===== config.mk =====
export PLATFORM = sky130hd
export DESIGN_NAME = pbm_regs
export DESIGN_NICKNAME = d
export VERILOG_FILES = /design/src/pbm_pkg.sv /design/src/pbm_regs.sv /design/src/pbm_sync.sv
export SDC_FILE = /design/constraint.sdc
export NUM_CORES = 1
export LEC_CHECK = 0
export ABC_AREA = 1
export ABC_CLOCK_PERIOD_IN_PS = 6500
export BUFFER_PORTS_ARGS = -buffer_cell sky130_fd_sc_hd__clkbuf_2
export CAP_MARGIN = 10
export CORE_MARGIN = 2
export CORE_UTILIZATION = 58
export DETAILED_ROUTE_END_ITERATION = 10
export MAX_ROUTING_LAYER = met4
export PLACE_DENSITY_LB_ADDON = 0.12
export SLEW_MARGIN = 20
export SYNTH_ARGS = -nofsm -noshare
export SYNTH_HDL_FRONTEND = slang
export SYNTH_SLANG_ARGS = --single-unit

===== constraint.sdc =====
create_clock -name clock -period 6.5 [get_ports clock]
set_input_delay 0.65 -clock clock [delete_from_list [all_inputs] [get_ports clock]]
set_output_delay 0.65 -clock clock [all_outputs]
set_load 0.005 [all_outputs]

===== src/pbm_pkg.sv =====
// Package for the basic management register set: register indices,
// field positions, constant values, frame timing and carrier types.
// Assumes a 200 MHz device clock and a clause 22 management frame.
package pbm_pkg;

  // Device clock and soft reset length
  localparam int CLK_PERIOD_NS = 5;
  localparam int SOFT_RST_NS = 80;
  localparam int SOFT_RST_CYC = (SOFT_RST_NS + CLK_PERIOD_NS - 1)
    / CLK_PERIOD_NS;

  // Register indices
  localparam logic [4:0] REG_CTRL = 5'h00;
  localparam logic [4:0] REG_STAT = 5'h01;
  localparam logic [4:0] REG_ID_HI = 5'h02;

  // Control register bit positions
  localparam int CB_RESET = 15;
  localparam int CB_LOOP = 14;
  localparam int CB_SPD0 = 13;
  localparam int CB_ANEN = 12;
  localparam int CB_PDOWN = 11;
  localparam int CB_ISO = 10;
  localparam int CB_ANRST = 9;
  localparam int CB_DUPLEX = 8;
  localparam int CB_COLTST = 7;
  localparam int CB_SPD1 = 6;

  // Status register bit positions and constant ability bits
  localparam int SB_AN_DONE = 5;
  localparam int SB_RFAULT = 4;
  localparam int SB_LINK = 2;
  localparam int SB_JABBER = 1;
  localparam logic [15:0] STAT_CONST = 16'h7909;

  // Management frame layout
  localparam logic [5:0] PRE_BITS = 6'h20;
  localparam logic [5:0] HDR_BITS = 6'h0D;
  localparam logic [5:0] DATA_BITS = 6'h10;
  localparam logic [1:0] OP_READ = 2'h2;
  localparam logic [1:0] OP_WRITE = 2'h1;

  // Strap sampling delay after reset release
  localparam logic [1:0] STRAP_WAIT = 2'h3;

  typedef enum logic [2:0] {
    ST_PRE = 3'b000,
    ST_HDR = 3'b001,
    ST_TA = 3'b011,
    ST_WR = 3'b010,
    ST_RD = 3'b110
  } pbm_state_t;

  typedef struct packed {
    logic loopback;
    logic [1:0] speed;
    logic an_enable;
    logic power_down;
    logic isolate;
    logic full_duplex;
    logic col_test;
  } pbm_ctrl_t;

  typedef struct packed {
    logic link_up;
    logic jabber;
    logic remote_fault;
    logic an_done;
  } pbm_stat_t;

  typedef struct packed {
    logic [1:0] speed;
    logic an_enable;
    logic full_duplex;
    logic [4:0] phy_addr;
  } pbm_strap_t;

  localparam int STRAP_W = $bits(pbm_strap_t);

endpackage : pbm_pkg


===== src/pbm_regs.sv =====
// Basic management registers (control, status, identifier high)
// behind a clause 22 serial management port.
// Assumes management clock and data and the straps are asynchronous
// pins; link status inputs come from logic on the device clock.
`timescale 1ns/1ps
`default_nettype none
module pbm_regs
  import pbm_pkg::*;
#(
  // Arbitrary value, not a real maker's code
  parameter logic [15:0] ID_HI_RESET = 16'h5A5A,
  parameter int SRST_CYC = SOFT_RST_CYC
) (
  // Clock and reset
  input wire logic clock,
  input wire logic arst_n,
  // Management port pins
  input wire logic mdc,
  input wire logic mdio_i,
  output var logic mdio_o,
  output var logic mdio_oe,
  // Mode straps
  input wire pbm_strap_t strap_i,
  // Core status and negotiated result
  input wire pbm_stat_t stat_i,
  input wire logic [1:0] an_speed,
  input wire logic an_duplex,
  // Control toward the core
  output var pbm_ctrl_t ctrl_o,
  output var logic [1:0] line_speed_o,
  output var logic line_fdx_o,
  output var logic soft_rst_o,
  output var logic an_restart_o
);

  logic [1:0] rs_q;
  logic rst_n;
  logic mdc_s;
  logic mdio_s;
  logic mdc_q;
  logic rise;
  pbm_strap_t strap_s;
  pbm_strap_t strap_q;
  logic [1:0] strap_cnt_q;
  logic strap_ld;
  pbm_state_t st_q;
  logic [5:0] cnt_q;
  logic [12:0] hdr_q;
  logic [12:0] hdr_d;
  logic hdr_end;
  logic frame_ok;
  logic rd_q;
  logic [4:0] reg_q;
  logic [15:0] sh_q;
  logic ta_rd;
  logic wr_done;
  logic [15:0] wdata;
  logic wr_ctrl;
  logic wr_id;
  logic rd_stat;
  logic [15:0] rdata;
  logic [15:0] ctrl_rd;
  logic [15:0] stat_rd;
  logic [15:0] id_q;
  logic busy_q;
  logic [15:0] srst_cnt_q;
  logic rf_q;
  logic jab_q;
  logic link_q;
  logic rf_rd_q;
  logic jab_rd_q;
  logic link_rd_q;

  // Reset release through two flops
  always_ff @(posedge clock or negedge arst_n)
  begin
    if (!arst_n)
      rs_q <= 2'h0;
    else
      rs_q <= {rs_q[0], 1'b1};
  end
  assign rst_n = rs_q[1];

  pbm_sync #(
    .W(STRAP_W + 2)
  ) u_sync (
    .clock(clock),
    .rst_n(rst_n),
    .d({strap_i, mdc, mdio_i}),
    .q({strap_s, mdc_s, mdio_s})
  );

  // Edge finder on the synchronised management clock
  always_ff @(posedge clock or negedge rst_n)
  begin
    if (!rst_n)
      mdc_q <= 1'b0;
    else
      mdc_q <= mdc_s;
  end
  assign rise = mdc_s & ~mdc_q;

  // Straps settle through the synchroniser before capture
  always_ff @(posedge clock or negedge rst_n)
  begin
    if (!rst_n)
    begin
      strap_cnt_q <= 2'h0;
      strap_q <= '0;
    end
    else if (strap_cnt_q != STRAP_WAIT)
    begin
      strap_cnt_q <= strap_cnt_q + 2'h1;
      strap_q <= strap_s;
    end
  end
  assign strap_ld = (strap_cnt_q == STRAP_WAIT - 2'h1);

  // Frame decode
  assign hdr_d = {hdr_q[11:0], mdio_s};
  assign hdr_end = rise && (st_q == ST_HDR) && (cnt_q == HDR_BITS - 6'h1);
  assign frame_ok = hdr_d[12]
    && (hdr_d[11:10] == OP_READ || hdr_d[11:10] == OP_WRITE)
    && (hdr_d[9:5] == strap_q.phy_addr);
  assign ta_rd = rise && (st_q == ST_TA) && rd_q;
  assign wr_done = rise && (st_q == ST_WR)
    && (cnt_q == DATA_BITS - 6'h1);
  assign wdata = {sh_q[14:0], mdio_s};
  assign wr_ctrl = wr_done && (reg_q == REG_CTRL) && !busy_q;
  assign wr_id = wr_done && (reg_q == REG_ID_HI);
  assign rd_stat = ta_rd && (reg_q == REG_STAT);

  // Frame sequencer, one step per management clock rise
  always_ff @(posedge clock or negedge rst_n)
  begin
    if (!rst_n)
    begin
      st_q <= ST_PRE;
      cnt_q <= 6'h0;
    end
    else if (rise)
    begin
      unique case (st_q)
        ST_PRE:
        begin
          if (mdio_s)
            cnt_q <= (cnt_q == PRE_BITS) ? cnt_q : cnt_q + 6'h1;
          else if (cnt_q == PRE_BITS)
          begin
            st_q <= ST_HDR;
            cnt_q <= 6'h0;
          end
          else
            cnt_q <= 6'h0;
        end
        ST_HDR:
        begin
          cnt_q <= cnt_q + 6'h1;
          if (hdr_end)
          begin
            cnt_q <= 6'h0;
            st_q <= frame_ok ? ST_TA : ST_PRE;
          end
        end
        ST_TA:
        begin
          cnt_q <= cnt_q + 6'h1;
          if (rd_q || cnt_q == 6'h1)
          begin
            cnt_q <= 6'h0;
            st_q <= rd_q ? ST_RD : ST_WR;
          end
        end
        ST_WR:
        begin
          cnt_q <= cnt_q + 6'h1;
          if (wr_done)
          begin
            cnt_q <= 6'h0;
            st_q <= ST_PRE;
          end
        end
        ST_RD:
        begin
          cnt_q <= cnt_q + 6'h1;
          if (cnt_q == DATA_BITS)
          begin
            cnt_q <= 6'h0;
            st_q <= ST_PRE;
          end
        end
      endcase
    end
  end

  // Header capture
  always_ff @(posedge clock or negedge rst_n)
  begin
    if (!rst_n)
    begin
      hdr_q <= 13'h0000;
      rd_q <= 1'b0;
      reg_q <= 5'h00;
    end
    else if (rise && st_q == ST_HDR)
    begin
      hdr_q <= hdr_d;
      if (hdr_end)
      begin
        rd_q <= (hdr_d[11:10] == OP_READ);
        reg_q <= hdr_d[4:0];
      end
    end
  end

  // Read data, snapshot taken at the first turnaround bit
  assign ctrl_rd = {busy_q, ctrl_o.loopback, ctrl_o.speed[0],
    ctrl_o.an_enable, ctrl_o.power_down, ctrl_o.isolate,
    an_restart_o, ctrl_o.full_duplex, ctrl_o.col_test,
    ctrl_o.speed[1], 6'h00};

  always_comb
  begin
    stat_rd = STAT_CONST;
    stat_rd[SB_AN_DONE] = stat_i.an_done;
    stat_rd[SB_RFAULT] = rf_q;
    stat_rd[SB_LINK] = link_q;
    stat_rd[SB_JABBER] = jab_q;
  end

  always_comb
  begin
    unique case (reg_q)
      REG_CTRL: rdata = ctrl_rd;
      REG_STAT: rdata = stat_rd;
      REG_ID_HI: rdata = id_q;
      default: rdata = 16'h0000;
    endcase
  end

  // Shift register and data pin drive
  always_ff @(posedge clock or negedge rst_n)
  begin
    if (!rst_n)
    begin
      sh_q <= 16'h0000;
      mdio_o <= 1'b0;
      mdio_oe <= 1'b0;
    end
    else if (ta_rd)
    begin
      // Turnaround second bit is driven low
      sh_q <= rdata;
      mdio_o <= 1'b0;
      mdio_oe <= 1'b1;
    end
    else if (rise && st_q == ST_RD)
    begin
      if (cnt_q == DATA_BITS)
      begin
        mdio_o <= 1'b0;
        mdio_oe <= 1'b0;
      end
      else
      begin
        mdio_o <= sh_q[15];
        sh_q <= {sh_q[14:0], 1'b0};
      end
    end
    else if (rise && st_q == ST_WR)
      sh_q <= wdata;
  end

  // Control register
  always_ff @(posedge clock or negedge rst_n)
  begin
    if (!rst_n)
      ctrl_o <= '0;
    else if (strap_ld || (wr_ctrl && wdata[CB_RESET]))
    begin
      // Other written bits ignored; soft reset reloads defaults
      ctrl_o <= '0;
      ctrl_o.speed <= strap_ld ? strap_s.speed : strap_q.speed;
      ctrl_o.an_enable <= strap_ld ? strap_s.an_enable
        : strap_q.an_enable;
      ctrl_o.full_duplex <= strap_ld ? strap_s.full_duplex
        : strap_q.full_duplex;
    end
    else if (wr_ctrl)
    begin
      ctrl_o.loopback <= wdata[CB_LOOP];
      ctrl_o.speed[0] <= wdata[CB_SPD0];
      ctrl_o.an_enable <= wdata[CB_ANEN];
      ctrl_o.power_down <= wdata[CB_PDOWN];
      ctrl_o.isolate <= wdata[CB_ISO];
      ctrl_o.full_duplex <= wdata[CB_DUPLEX];
      ctrl_o.col_test <= wdata[CB_COLTST];
    end
  end

  // Soft reset timer; the bit reads one until it runs out
  always_ff @(posedge clock or negedge rst_n)
  begin
    if (!rst_n)
    begin
      busy_q <= 1'b0;
      srst_cnt_q <= 16'h0000;
      soft_rst_o <= 1'b0;
    end
    else if (wr_ctrl && wdata[CB_RESET])
    begin
      busy_q <= 1'b1;
      soft_rst_o <= 1'b1;
      srst_cnt_q <= 16'h0000;
    end
    else if (busy_q)
    begin
      srst_cnt_q <= srst_cnt_q + 16'h0001;
      if (srst_cnt_q == 16'(SRST_CYC - 1))
      begin
        busy_q <= 1'b0;
        soft_rst_o <= 1'b0;
      end
    end
  end

  // Restart is a one-cycle pulse; writing zero does nothing
  always_ff @(posedge clock or negedge rst_n)
  begin
    if (!rst_n)
      an_restart_o <= 1'b0;
    else
      an_restart_o <= wr_ctrl && !wdata[CB_RESET]
        && wdata[CB_ANRST];
  end

  // Effective line settings toward the core
  always_ff @(posedge clock or negedge rst_n)
  begin
    if (!rst_n)
    begin
      line_speed_o <= 2'h0;
      line_fdx_o <= 1'b0;
    end
    else if (ctrl_o.an_enable)
    begin
      line_speed_o <= an_speed;
      line_fdx_o <= an_duplex;
    end
    else
    begin
      line_speed_o <= ctrl_o.speed;
      line_fdx_o <= ctrl_o.full_duplex;
    end
  end

  // Latched status; a new event wins over the read clear.
  // A read seen while latched lets the bit follow its cause afterwards.
  always_ff @(posedge clock or negedge rst_n)
  begin
    if (!rst_n)
    begin
      rf_q <= 1'b0;
      jab_q <= 1'b0;
      link_q <= 1'b0;
      rf_rd_q <= 1'b0;
      jab_rd_q <= 1'b0;
      link_rd_q <= 1'b0;
    end
    else
    begin
      rf_q <= stat_i.remote_fault
        | (rf_q & ~rd_stat & ~rf_rd_q);
      jab_q <= stat_i.jabber
        | (jab_q & ~rd_stat & ~jab_rd_q);
      link_q <= stat_i.link_up
        & (link_q | rd_stat | link_rd_q);
      rf_rd_q <= (rf_rd_q | (rd_stat & rf_q))
        & stat_i.remote_fault;
      jab_rd_q <= (jab_rd_q | (rd_stat & jab_q))
        & stat_i.jabber;
      link_rd_q <= (link_rd_q | (rd_stat & ~link_q))
        & ~stat_i.link_up;
    end
  end

  // Identifier high, kept through soft reset
  always_ff @(posedge clock or negedge rst_n)
  begin
    if (!rst_n)
      id_q <= ID_HI_RESET;
    else if (wr_id)
      id_q <= wdata;
  end

endmodule : pbm_regs
`default_nettype wire


===== src/pbm_sync.sv =====
// Two-flop synchroniser for a bundle of asynchronous levels.
// Assumes each bit is a slow level; multi-bit words are not coherent.
`timescale 1ns/1ps
`default_nettype none
module pbm_sync
  import pbm_pkg::*;
#(
  parameter int W = 1
) (
  // Clock and reset
  input wire logic clock,
  input wire logic rst_n,
  // Levels
  input wire logic [W-1:0] d,
  output var logic [W-1:0] q
);

  logic [W-1:0] meta_q;

  always_ff @(posedge clock or negedge rst_n)
  begin
    if (!rst_n)
    begin
      meta_q <= '0;
      q <= '0;
    end
    else
    begin
      meta_q <= d;
      q <= meta_q;
    end
  end

endmodule : pbm_sync
`default_nettype wire


Yosys cells after proc, flatten, opt, wreduce, memory -nomap -nowiden

Cells that the tools add are included.

Flip-flop bits (word level): 133
Bits of input ports: 20
Output and inout port bits: 15

Add/subtract/negate cells: 3
Eq/ne operators: 25
Multiplexer cells: 44
Bitwise logic cells: 25
Reductions and logical operators: 35

Operators by type and width:

| cell                                           | number |
|---|---|
| two-way mux 16 bit                             | 6 |
| two-way mux 6 bit                              | 8 |
| case mux 16 bit (3 select lines)               | 1 |
| case mux 6 bit (5 select lines)                | 1 |
| two-way mux 3 bit                              | 7 |
| two-way mux 1 bit                              | 17 |
| adder 16 x 1 -> 16 bit, second input constant  | 1 |
| == test 16 x 4 -> 1 bit, second input constant | 1 |
| logical AND 1 bit                              | 16 |
| case mux 3 bit (5 select lines)                | 1 |
| bitwise AND 1 bit                              | 12 |
| == test 6 x 4 -> 1 bit, second input constant  | 2 |
| inequality test 2 bit, second input constant   | 6 |
| AND reduction 2 bit                            | 5 |
| nonzero test 2 bit                             | 5 |
| OR 1 bit                                       | 7 |
| AND reduction 7 bit                            | 1 |
| adder 6 x 1 -> 6 bit, second input constant    | 1 |
| == test 3 x 2 -> 1 bit, second input constant  | 2 |
| == test 6 x 1 -> 1 bit, second input constant  | 1 |
| == test 6 x 5 -> 1 bit, second input constant  | 1 |
| == test 6 bit, second input constant           | 1 |
| two-way mux 2 bit                              | 3 |
| inequality test 3 bit, second input constant   | 2 |
| 15 further kinds                               | 24 |

Depth between registers and ports, before layout

Gate-level depths: netlist of the first run.

Depth in word-level cells: 9
Mapped depth: 11
Mapped depth without buffers: 11

Cells and area by module

Synthesis of the first run repeated with hierarchy kept, for this count alone.

Cells, all modules: 704
Area, all modules: 6,059.6 µm²

Modules (own cells, without submodules):

| module   | times used | cells an instance | area an instance (µm²) | sequential area each (µm²) |
|---|---|---|---|---|
| pbm_regs | 1          | 682               | 5,509.0                | 2,787.7 |
| pbm_sync | 1          | 22                | 550.5                  | 550.5 |

Worst setup path before layout of the first run

Ideal clock, no wire load.

Path kind: register to register
Start: register cnt_q[0]
End: register cnt_q[1]
Data arrival time: 1,484 ps
Required time: 6,382 ps
Slack: 4,898 ps
Cell stages (with the launch flop): 10
Period minus slack after synthesis: 1,602 ps
Cells stage by stage: dfrtp_1 > inv_1 > ha_1 > nand2_1 > nor3_1 > nand2_1 > nand2_1 > inv_1 > nand4_1 > nand2_1

Word-level cells in the longest chain between the ends: 4

RTL lines:

| element                                            | line            | source |
|---|---|---|
| from (decl)                                        | pbm_regs.sv:47  | `logic [5:0] cnt_q;` |
| from (signal assigned)                             | pbm_regs.sv:147 | `cnt_q <= (cnt_q == PRE_BITS) ? cnt_q : cnt_q + 6'h1;` |
| from (signal assigned)                             | pbm_regs.sv:158 | `cnt_q <= cnt_q + 6'h1;` |
| from (signal assigned)                             | pbm_regs.sv:167 | `cnt_q <= cnt_q + 6'h1;` |
| adder 6 x 1 -> 6 bit, or another cell as far along | -               |  |
| two-way mux 6 bit, or another cell as far along    | pbm_regs.sv:147 |  |
| two-way mux 6 bit (on tied branches)               | -               |  |
| case mux 6 bit (5 select lines)                    | pbm_regs.sv:143 | `unique case (st_q)` |

Parallel ways exist; a longest one is shown, timed or not. The select of a mux whose other input is x is not followed.
A chain may end at the register's enable or synchronous reset.

Final worst setup path of the first run

Start: register mdc_q
End: register sh_q[7]

Word-level cells in the longest chain between the ends: 6

RTL lines:

| element                                                                             | line            | source |
|---|---|---|
| from (decl)                                                                         | pbm_regs.sv:40  | `logic mdc_q;` |
| from (signal assigned)                                                              | pbm_regs.sv:99  | `mdc_q <= mdc_s;` |
| inverter 1 bit *                                                                    | pbm_regs.sv:101 | `assign rise = mdc_s & ~mdc_q;` |
| bitwise AND 1 bit *                                                                 | pbm_regs.sv:101 |  |
| logical AND 1 bit (2 in series)                                                     | pbm_regs.sv:125 | `assign ta_rd = rise && (st_q == ST_TA) && rd_q;` |
| inequality test 3 bit (no source line) / nonzero test 3 bit (equally long branches) | -               |  |
| AND reduction 2 bit (no source line)                                                | -               |  |
| to (signal assigned)                                                                | pbm_regs.sv:253 | `sh_q <= rdata;` |
| to (signal assigned)                                                                | pbm_regs.sv:267 | `sh_q <= {sh_q[14:0], 1'b0};` |
| to (signal assigned)                                                                | pbm_regs.sv:271 | `sh_q <= wdata;` |
| to (decl)                                                                           | pbm_regs.sv:54  | `logic [15:0] sh_q;` |

Mark *: on every way between the ends. The rest lies on a longest branch, timed or not.

==> impl_metrics.env, run 1 <==
export IMPL_fmax_mhz=441
export IMPL_power_density_nw_per_um2=265
export IMPL_ios=35
export IMPL_syn_num_nets=722
export IMPL_hold_depth=1
export IMPL_drt_wl_total_mm=13.1
export IMPL_synth_compound_area_share_pct=11.8
export IMPL_grt_max_degree=85
export IMPL_startpoint_type="flop"
export IMPL_portBuffers=34
export IMPL_htree_levels=4
export IMPL_cp_end_kind="flop"
export IMPL_die_h_um=108
export IMPL_tns_ps=0
export IMPL_synthCells=695
export IMPL_hold_viol=0
export IMPL_post_cts_resized=0
export IMPL_ff2ff_path_depth=7
export IMPL_area_sequential_um2=3340
export IMPL_rrSetupSlack_ps=4230
export IMPL_grt_pass1_wl_mm=22.4
export IMPL_startpoint="mdc_q"
export IMPL_layout_drive_gt1_share_pct=17.8
export IMPL_worstPathMaxFanout=24
export IMPL_area_growth_pct=12.8
export IMPL_ctsLongestPathBuffers=2
export IMPL_multiInputGateArea_um2=2440
export IMPL_maxSlewViolCount=0
export IMPL_power_leakage_nw=3.40
export IMPL_place_gp_congestion=0.903
export IMPL_maxCapViolations=0
export IMPL_synth_mux_area_share_pct=2.17
export IMPL_cts_setup_buffers=0
export IMPL_slew_limit_headroom_pct=47.6
export IMPL_worst_pin_slew_ps=783
export IMPL_cp_required_ps=6950
export IMPL_synth_top_cell_area_share_pct=50.2
export IMPL_wl_per_cell_um=15.0
export IMPL_cts_buffers=17
export IMPL_synth_seq_cells=133
export IMPL_fillers=830
export IMPL_ir_drop_uv=258
export IMPL_synthArstFlopShare_pct=100
export IMPL_nets=756
export IMPL_crit_arrival_ps=2710
export IMPL_finalClockSkew_ps=5.34
export IMPL_num_rows=37
export IMPL_final_cell_mix="nand2_1 (162), dfrtp_1 (124), inv_1 (75)"
export IMPL_final_common_cell="nand2_1"
export IMPL_insertion_delay_ps=520
export IMPL_synth_top_family_by_area="simple AND/OR/NAND/NOR gates"
export IMPL_cts_tree="yes"
export IMPL_period_needed_ps=2270
export IMPL_postRouteAntennaNets=0
export IMPL_drc=0
export IMPL_synthXorXnorAreaFrac_pct=0.562
export IMPL_drt_iter0_markers=350
export IMPL_grt_usage_pct=25.9
export IMPL_yosys_warnings=0
export IMPL_ys_types=46
export IMPL_synthAdderAreaFrac_pct=1.41
export IMPL_first_pass_iters=5
export IMPL_dp_hpwl_mm=8.89
export IMPL_fp_coreArea_um2=10400
export IMPL_cts_root_buf="clkbuf_8"
export IMPL_syn_area_per_cell_um2=8.97
export IMPL_dieArea_um2=11600
export IMPL_outcome="complete, no violations"
export IMPL_antenna_found_initial=0
export IMPL_synth_edf_count=0
export IMPL_clock_sink_count=133
export IMPL_vias=4802
export IMPL_yosysSeqAreaShare_pct=53.6
export IMPL_die_w_um=108
export IMPL_ys_flop_type="dfrtp_1"
export IMPL_grt_pass1_vias=4762
export IMPL_start_util_pct=60.1
export IMPL_vias_per_cell=5.48
export IMPL_rsz0062_at_grt="false"
export IMPL_antenna_cells=0
export IMPL_syn_cell_area_um2=6230
export IMPL_overflow=0
export IMPL_synth_area_leaders="dfrtp_1 (50%), nand2_1 (9.8%), o21ai_0 (4.7%), inv_1 (4.5%), nand3_1 (3.5%)"
export IMPL_setup_violations=0
export IMPL_hp_class="in2reg"
export IMPL_cts_clk_slew_worst_paths_ps=60
export IMPL_final_period_utilization_pct=34.9
export IMPL_hp_start="strap_i[8]"
export IMPL_yosysTopAreaCell="dfrtp_1"
export IMPL_holdWs_ps=233
export IMPL_r2r_start="mdc_q"
export IMPL_yosys_area_share_simple_pct=23.2
export IMPL_worstSetupPathType="reg2reg"
[what timing repair did]
| item | in CTS | in global routing |
|---|---|---|
| setup endpoints to repair | 0 | 0 |
| hold endpoints to repair | 2 | 0 |
| hold buffers | 1 | 0 |
[sequential cells by signal, indices dropped and copies added (netlist names), 2 cells and up]
register	flops
cnt_q	6
ctrl_o	8
hdr_q	12
id_q	16
line_speed_o	2
reg_q	5
rs_q	2
sh_q	16
srst_cnt_q	16
st_q	3
strap_cnt_q	2
strap_q	9
u_sync.meta_q	11
u_sync.q	11
[cell usage after synthesis, types with 3 or more instances]
cell        n
clkbuf_1    5
nor2_2      7
nor2_4      5
ha_1        7
nand2_2     5
buf_6       8
buf_2       6
o21ai_1    11
a31oi_1     3
nor4_1      4
dfstp_2     8
nand3_2     5
nand3_1    43
mux2_4      3
o21ai_0    59
nand2_1   162
a21oi_1    36
nand4_1    15
nor3_1      4
mux2_2      8
inv_1      75
nor2_1     48
dfrtp_1   125
o21ai_2    14
[critical path, stage by stage, from the launching register on]
cell,delay (ps)
dfrtp_1,360
inv_1,80
nand2_4,90
inv_1,370
nand3_2,490
nand2_4,510
o21ai_0,190
o21ai_2,90
[metal layers]
metal	share of wire [%]	routed length (um)	global-route usage, %
met1	45	5930	34.2
met2	48	6340	39.2
met3	4.1	532	5.21
met4	2.4	312	11.6
met5	0	0	-
[area by class of cell]
class	instances	area share [%]
clock buffer	19	6.14
inverter	79	4.24
timing repair buffer	36	2.72
tap	136	2.42
sequential	133	47.5
multi-input combinational	462	34.7
clock inverter	12	2.21
[path summary, 6_finish.rpt]
path	end
max	sh_q[7]
min	u_sync.meta_q[10]
max reg2reg	sh_q[7]
min reg2reg	u_sync.q[6]
max in group asynchronous	jab_q
min in group asynchronous	u_sync.q[6]
[where the power goes]
| part | internal, W | switching (W) | total [W] |
|---|---|---|---|
| clock | 0.000593 | 0.000357 | 0.000950 |
| combinational | 0.0000191 | 0.0000330 | 0.0000520 |
| sequential | 0.000845 | 0.0000177 | 0.000863 |
[cells by family after synthesis]
group           after synthesis
simple gates                308
buf+inv                     100
fa+ha+maj                     7
compound gates              131
other cells                   1
flops                       133
xor+xnor                      4
mux                          11
[metrics by stage]
| stage | instance area [um^2] | power [W] | setup slack, ps | utilization (%) | std cells |
|---|---|---|---|---|---|
| finish | 7030 | 0.00186 | 4230 | 67.8 | 877 |
| detailed placement | 6430 | 0.000930 | 4260 | 62.0 | 845 |
| global placement | 6430 | 0.000927 | 4330 | 62.0 | 845 |
| global route | 7030 | 0.00192 | 4030 | 67.8 | 877 |
| CTS | 7030 | 0.00187 | 4250 | 67.8 | 877 |
| floorplan | 6230 | 0.000907 | 2530 | - | 695 |
Note: power is estimated with default switching activity, not from simulation.
==> run 2, diff against run 1 <==
- ABC_CLOCK_PERIOD_IN_PS: 6500 -> 2000
- CORE_UTILIZATION: 58 -> 55
- clock period: 6.5 -> 2 ns (I/O delays scaled with it)
==> run 2 against run 1 <==
Sequential power grew to 3.2 times the previous value. Non-clock buffer count grew 31. Final area grew 4.8%. Worst hold slack lost 220 ps. Global-route usage shrank 1.5 points. Register-to-register slack lost 4000 ps. Worst setup slack lost 4000 ps. Sequential cell count is the same. Clock skew grew 2.8 ps. Utilization shrank 0.45 points. Critical path depth grew 3. Power grew to 3.2 times the previous value. Critical endpoint is now ctrl_o[0]. Largest power group unchanged. Highest routed layer unchanged.
==> impl_metrics.env, run 2 (synthesis results as in run 1) <==
export IMPL_die_h_um=110
export IMPL_drt_iter0_markers=435
export IMPL_vias=4850
export IMPL_portBuffers=34
export IMPL_place_ws_ps=55.3
export IMPL_maxSlewViolCount=0
export IMPL_cts_clk_slew_worst_paths_ps=60
export IMPL_final_cell_mix="nand2_1 (161), dfrtp_1 (124), inv_1 (74)"
export IMPL_antenna_cells=0
export IMPL_cp_end_kind="flop"
export IMPL_hp_class="in2reg"
export IMPL_power_leakage_nw=3.56
export IMPL_nets=787
export IMPL_dp_hpwl_mm=9.08
export IMPL_p_int_w=0.00468
export IMPL_fmax_mhz=556
export IMPL_power_w=0.00606
export IMPL_start_util_pct=57.0
export IMPL_final_util_pct=67.3
export IMPL_place_gp_congestion=0.949
export IMPL_grt_max_degree=73
export IMPL_insertion_delay_ps=420
export IMPL_power_frac_clock_pct=50.3
export IMPL_wl_per_cell_um=14.7
export IMPL_fp_coreArea_um2=10900
export IMPL_hold_viol=0
export IMPL_ios=35
export IMPL_grt_usage_pct=24.4
export IMPL_finalClockSkew_ps=8.12
export IMPL_cts_buffers=17
export IMPL_startpoint_type="flop"
export IMPL_combPwrFrac_pct=3.5
export IMPL_worstPathMaxFanout=11
export IMPL_layout_drive_gt1_share_pct=20.1
export IMPL_slowest_delay_ps=430
export IMPL_worstSetupPathType="reg2reg"
export IMPL_final_instance_count_excl_fill=912
export IMPL_maxCapViolations=0
export IMPL_final_period_utilization_pct=89.9
export IMPL_grt_pass1_wl_mm=23.4
export IMPL_critPathSlowestCell="dfrtp_1"
export IMPL_die_w_um=110
export IMPL_power_frac_seq_pct=46.1
export IMPL_ir_drop_uv=875
export IMPL_postRouteAntennaNets=0
export IMPL_grt_pass1_vias=4908
export IMPL_overflow=0
export IMPL_dieArea_um2=12200
export IMPL_first_pass_iters=5
export IMPL_antenna_found_initial=0
export IMPL_switching_share_pct=22.8
export IMPL_final_common_cell="nand2_1"
export IMPL_setup_violations=0
export IMPL_period_needed_ps=1800
export IMPL_drt_wl_total_mm=13.4
export IMPL_cp_required_ps=2280
export IMPL_rrSetupSlack_ps=200
export IMPL_ctsLongestPathBuffers=2
export IMPL_cts_tree="yes"
export IMPL_vias_per_cell=5.32
export IMPL_rsz0062_at_grt="false"
export IMPL_layout_setup_ws_ps=201
export IMPL_power_switching_w=0.00138
export IMPL_outcome="complete, no violations"
export IMPL_cpMostUsedCell="nand2_1"
export IMPL_cts_root_buf="clkbuf_16"
export IMPL_htree_levels=4
export IMPL_drc=0
export IMPL_dp_cells=863
export IMPL_tns_ps=0
export IMPL_area_growth_pct=18.2
export IMPL_largestRegisters="id_q x16, sh_q x16, srst_cnt_q x16"
export IMPL_multiInputGateArea_um2=2460
export IMPL_fillers=880
export IMPL_area_sequential_um2=3340
export IMPL_power_density_nw_per_um2=823
export IMPL_num_rows=38
export IMPL_path_cells="ha_1, nand3_2, nor2_2, nand2_1, inv_2, nand2_2, nand2_1, inv_1, nand2_1, o21ai_0"
export IMPL_clock_sink_count=133
export IMPL_crit_arrival_ps=2080
-- run 2: changes by cell type in the layout (fill, tap and decap cells not counted), moves of 2 or more --
cell,previous run,this run
nor2_2,7,9
dlygate4sd3_1,1,15
clkbuf_8,2,0
clkinv_4,3,5
buf_12,0,4
nor2_1,48,46
buf_4,0,14
-- run 2: cell type report --
| cell class | instances | area share [%] |
|---|---|---|
| well taps | 140 | 2.38 |
| clock buffers | 17 | 5.78 |
| repair buffers | 67 | 6.86 |
| clock inverters | 14 | 2.11 |
| inverters | 79 | 4.04 |
| flip-flops and latches | 133 | 45.4 |
| multi-input cells | 462 | 33.5 |
-- run 2: power by group through the flow --
| stage | Sequential [W] | Clock [W] | Combinational [W] |
|---|---|---|---|
| final | 0.00279 | 0.00305 | 0.000215 |
| after CTS | 0.00279 | 0.00310 | 0.000214 |
| after detailed placement | 0.00284 | 0 | 0.000190 |
| after global routing | 0.00280 | 0.00322 | 0.000247 |
| after global placement | 0.00284 | 0 | 0.000185 |
| after floorplan | 0.00285 | 0 | 0.0000942 |
-- run 2: critical path: cells and delay by family (launching register included) --
family	cells	cell delay, ps
buffers and inverters	2	290
AO/OA/AOI/OAI	1	80
adder cells (fa/ha/maj)	1	260
flip-flops	1	430
AND/OR/NAND/NOR	6	620
-- run 2: final timing paths --
kind / start / to / cells after the start
min in group asynchronous: arst_n / rs_q[1] / 2
min reg2reg: rs_q[1] / hdr_q[7] / 0
min: an_speed[0] / line_speed_o[0] / 2
max in group asynchronous: rs_q[1] / id_q[3] / 1
max: cnt_q[0] / ctrl_o[0] / 10
max reg2reg: cnt_q[0] / ctrl_o[0] / 10
-- run 2: metrics by stage --
stage          instance area (um^2)  hold slack [ps]
6_report                       7360             10.9
5_1_grt                        7360             7.50
4_1_cts                        7310            0.404
3_5_place_dp                   6580            -12.3
3_3_place_gp                   6580            -14.6
2_1_floorplan                  6240            -95.6
-- run 2: metal layers --
layer | global-route usage (%) | wire, um
met1 | 32.0 | 6040
met4 | 7.42 | 165
met5 | - | 0
met3 | 5.76 | 567
met2 | 38.1 | 6650
-- run 2: timing repair --
item                       4_1_cts  5_1_grt
hold endpoints to repair        19        0
resized for setup                0        6
hold buffers                    15        0
setup endpoints to repair        0       27
buffers inserted                 0        3
==> run 3, diff against run 2 <==
- RECOVER_POWER: not set -> 25
- TNS_END_PERCENT: not set -> 20
==> run 3 against run 2 <==
Clock skew increased by 1.7 ps. Clock power about the same. Critical path depth is 2 lower. Final area fell by 0.66%.
==> impl_metrics.env, run 3 (synthesis results as in run 1) <==
export IMPL_first_pass_iters=4
export IMPL_grt_pass1_wl_mm=23.4
export IMPL_cts_buffers=17
export IMPL_finalClockSkew_ps=9.79
export IMPL_postRouteAntennaNets=0
export IMPL_vias=4873
export IMPL_final_common_cell="nand2_1"
export IMPL_dieArea_um2=12200
export IMPL_clock_sink_count=133
export IMPL_cts_clk_slew_worst_paths_ps=60
export IMPL_antenna_found_initial=0
export IMPL_htree_levels=4
export IMPL_largestRegisters="id_q x16, sh_q x16, srst_cnt_q x16"
export IMPL_power_density_nw_per_um2=827
export IMPL_power_frac_seq_pct=46.2
export IMPL_place_gp_congestion=0.949
export IMPL_cts_root_buf="clkbuf_16"
export IMPL_worstPathMaxFanout=7
export IMPL_cts_tree="yes"
export IMPL_power_w=0.00605
export IMPL_drt_wl_total_mm=13.4
export IMPL_hp_class="in2reg"
export IMPL_final_cell_mix="nand2_1 (161), dfrtp_1 (124), inv_1 (74)"
export IMPL_antenna_cells=0
export IMPL_ctsLongestPathBuffers=2
export IMPL_ff2ff_path_depth=8
export IMPL_wl_per_cell_um=14.8
export IMPL_hold_depth=2
export IMPL_switching_share_pct=22.8
export IMPL_power_leakage_nw=3.53
export IMPL_hold_viol=0
export IMPL_period_needed_ps=1800
export IMPL_fp_coreArea_um2=10900
export IMPL_hp_start="an_speed[0]"
export IMPL_setup_violations=0
export IMPL_start_util_pct=57.0
export IMPL_dp_hpwl_mm=9.08
export IMPL_power_switching_w=0.00138
export IMPL_drt_iter0_markers=380
export IMPL_startpoint="st_q[0]"
export IMPL_outcome="complete, no violations"
export IMPL_drc=0
export IMPL_power_frac_clock_pct=50.3
export IMPL_grt_usage_pct=24.4
export IMPL_nets=784
export IMPL_worstSetupPathType="reg2reg"
export IMPL_num_rows=38
export IMPL_cts_setup_buffers=0
export IMPL_vias_per_cell=5.36
export IMPL_crit_arrival_ps=2100
export IMPL_grt_pass1_vias=4908
export IMPL_startpoint_type="flop"
export IMPL_ir_drop_uv=876
export IMPL_maxCapViolations=0
export IMPL_rsz0062_at_grt="true"
export IMPL_cp_required_ps=2300
export IMPL_insertion_delay_ps=420
export IMPL_ios=35
export IMPL_maxSlewViolCount=0
export IMPL_die_h_um=110
export IMPL_fmax_mhz=556
export IMPL_final_period_utilization_pct=90.0
export IMPL_combPwrFrac_pct=3.5
export IMPL_slew_limit_headroom_pct=45.9
export IMPL_r2r_start="st_q[0]"
export IMPL_portBuffers=34
export IMPL_area_growth_pct=17.4
export IMPL_layout_drive_gt1_share_pct=19.8
export IMPL_worst_pin_slew_ps=811
export IMPL_final_instance_count_excl_fill=909
export IMPL_p_int_w=0.00467
export IMPL_grt_max_degree=73
export IMPL_die_w_um=110
export IMPL_overflow=0
export IMPL_dp_cells=863
export IMPL_cp_end_kind="flop"
-- run 3: changes by cell type in the layout (fill, tap and decap cells not counted), sizes merged --
cell    change
buf         -4
clkbuf      +1
-- run 3: path summary, 6_finish.rpt --
kind | endpoint | slack [ps]
worst max-delay path | srst_cnt_q[8] | 200
worst min-delay path | line_speed_o[0] | 10
worst max register to register | srst_cnt_q[8] | 200
worst min register to register | u_sync.meta_q[6] | 340
max in group asynchronous | cnt_q[0] | 520
min in group asynchronous | rs_q[0] | 100
-- run 3: layout make-up --
| class | instances | area (um^2) |
|---|---|---|
| clock inverter | 14 | 155 |
| timing repair buffer | 64 | 457 |
| multi-input combinational | 462 | 2470 |
| inverter | 79 | 298 |
| clock buffer | 17 | 425 |
| sequential | 133 | 3340 |
| tap | 140 | 175 |
| fill | 892 | 3620 |
-- run 3: power groups by stage --
stage	registers (W)	logic [W]	clock network [W]
3_3_place_gp	0.00284	0.000185	0
4_1_cts	0.00279	0.000214	0.00310
5_1_grt	0.00280	0.000244	0.00322
3_5_place_dp	0.00284	0.000190	0
6_report	0.00279	0.000212	0.00305
2_1_floorplan	0.00285	0.0000942	0
-- run 3: layer usage --
layer / up-vias / wire [um] / global-route usage (%)
met5: - / 0 / -
met4: 0 / 186 / 7.42
met3: 14 / 619 / 5.76
met2: 142 / 6580 / 38.1
met1: 2315 / 6020 / 32.0
li1: 2402 / - / -
-- run 3: through the flow --
stage | cell area [um^2] | setup slack, ps | TNS (ps) | util (%) | hold WS (ps)
floorplan | 6240 | 398 | 0 | - | -95.6
global placement | 6580 | 157 | 0 | 60.1 | -14.6
detailed placement | 6580 | 55.3 | 0 | 60.1 | -12.3
CTS | 7310 | 31.8 | 0 | 66.8 | 0.404
global route | 7320 | -1.71 | -1.71 | 66.9 | 7.50
finish | 7320 | 200 | 0 | 66.9 | 10.5
-- run 3: timing repair --
action	CTS	global route
hold buffers	15	0
resized for setup	0	8
endpoints found under the setup margin	0	27
endpoints found under the hold margin	19	0
-- run 3: critical path, stage by stage (launching register included) --
cell,delay (ps)
dfrtp_1,470
inv_1,90
nand2_1,70
nor2_1,190
nand4_1,260
nor2_2,230
nand2_1,180
o21ai_0,120
a21oi_1,60
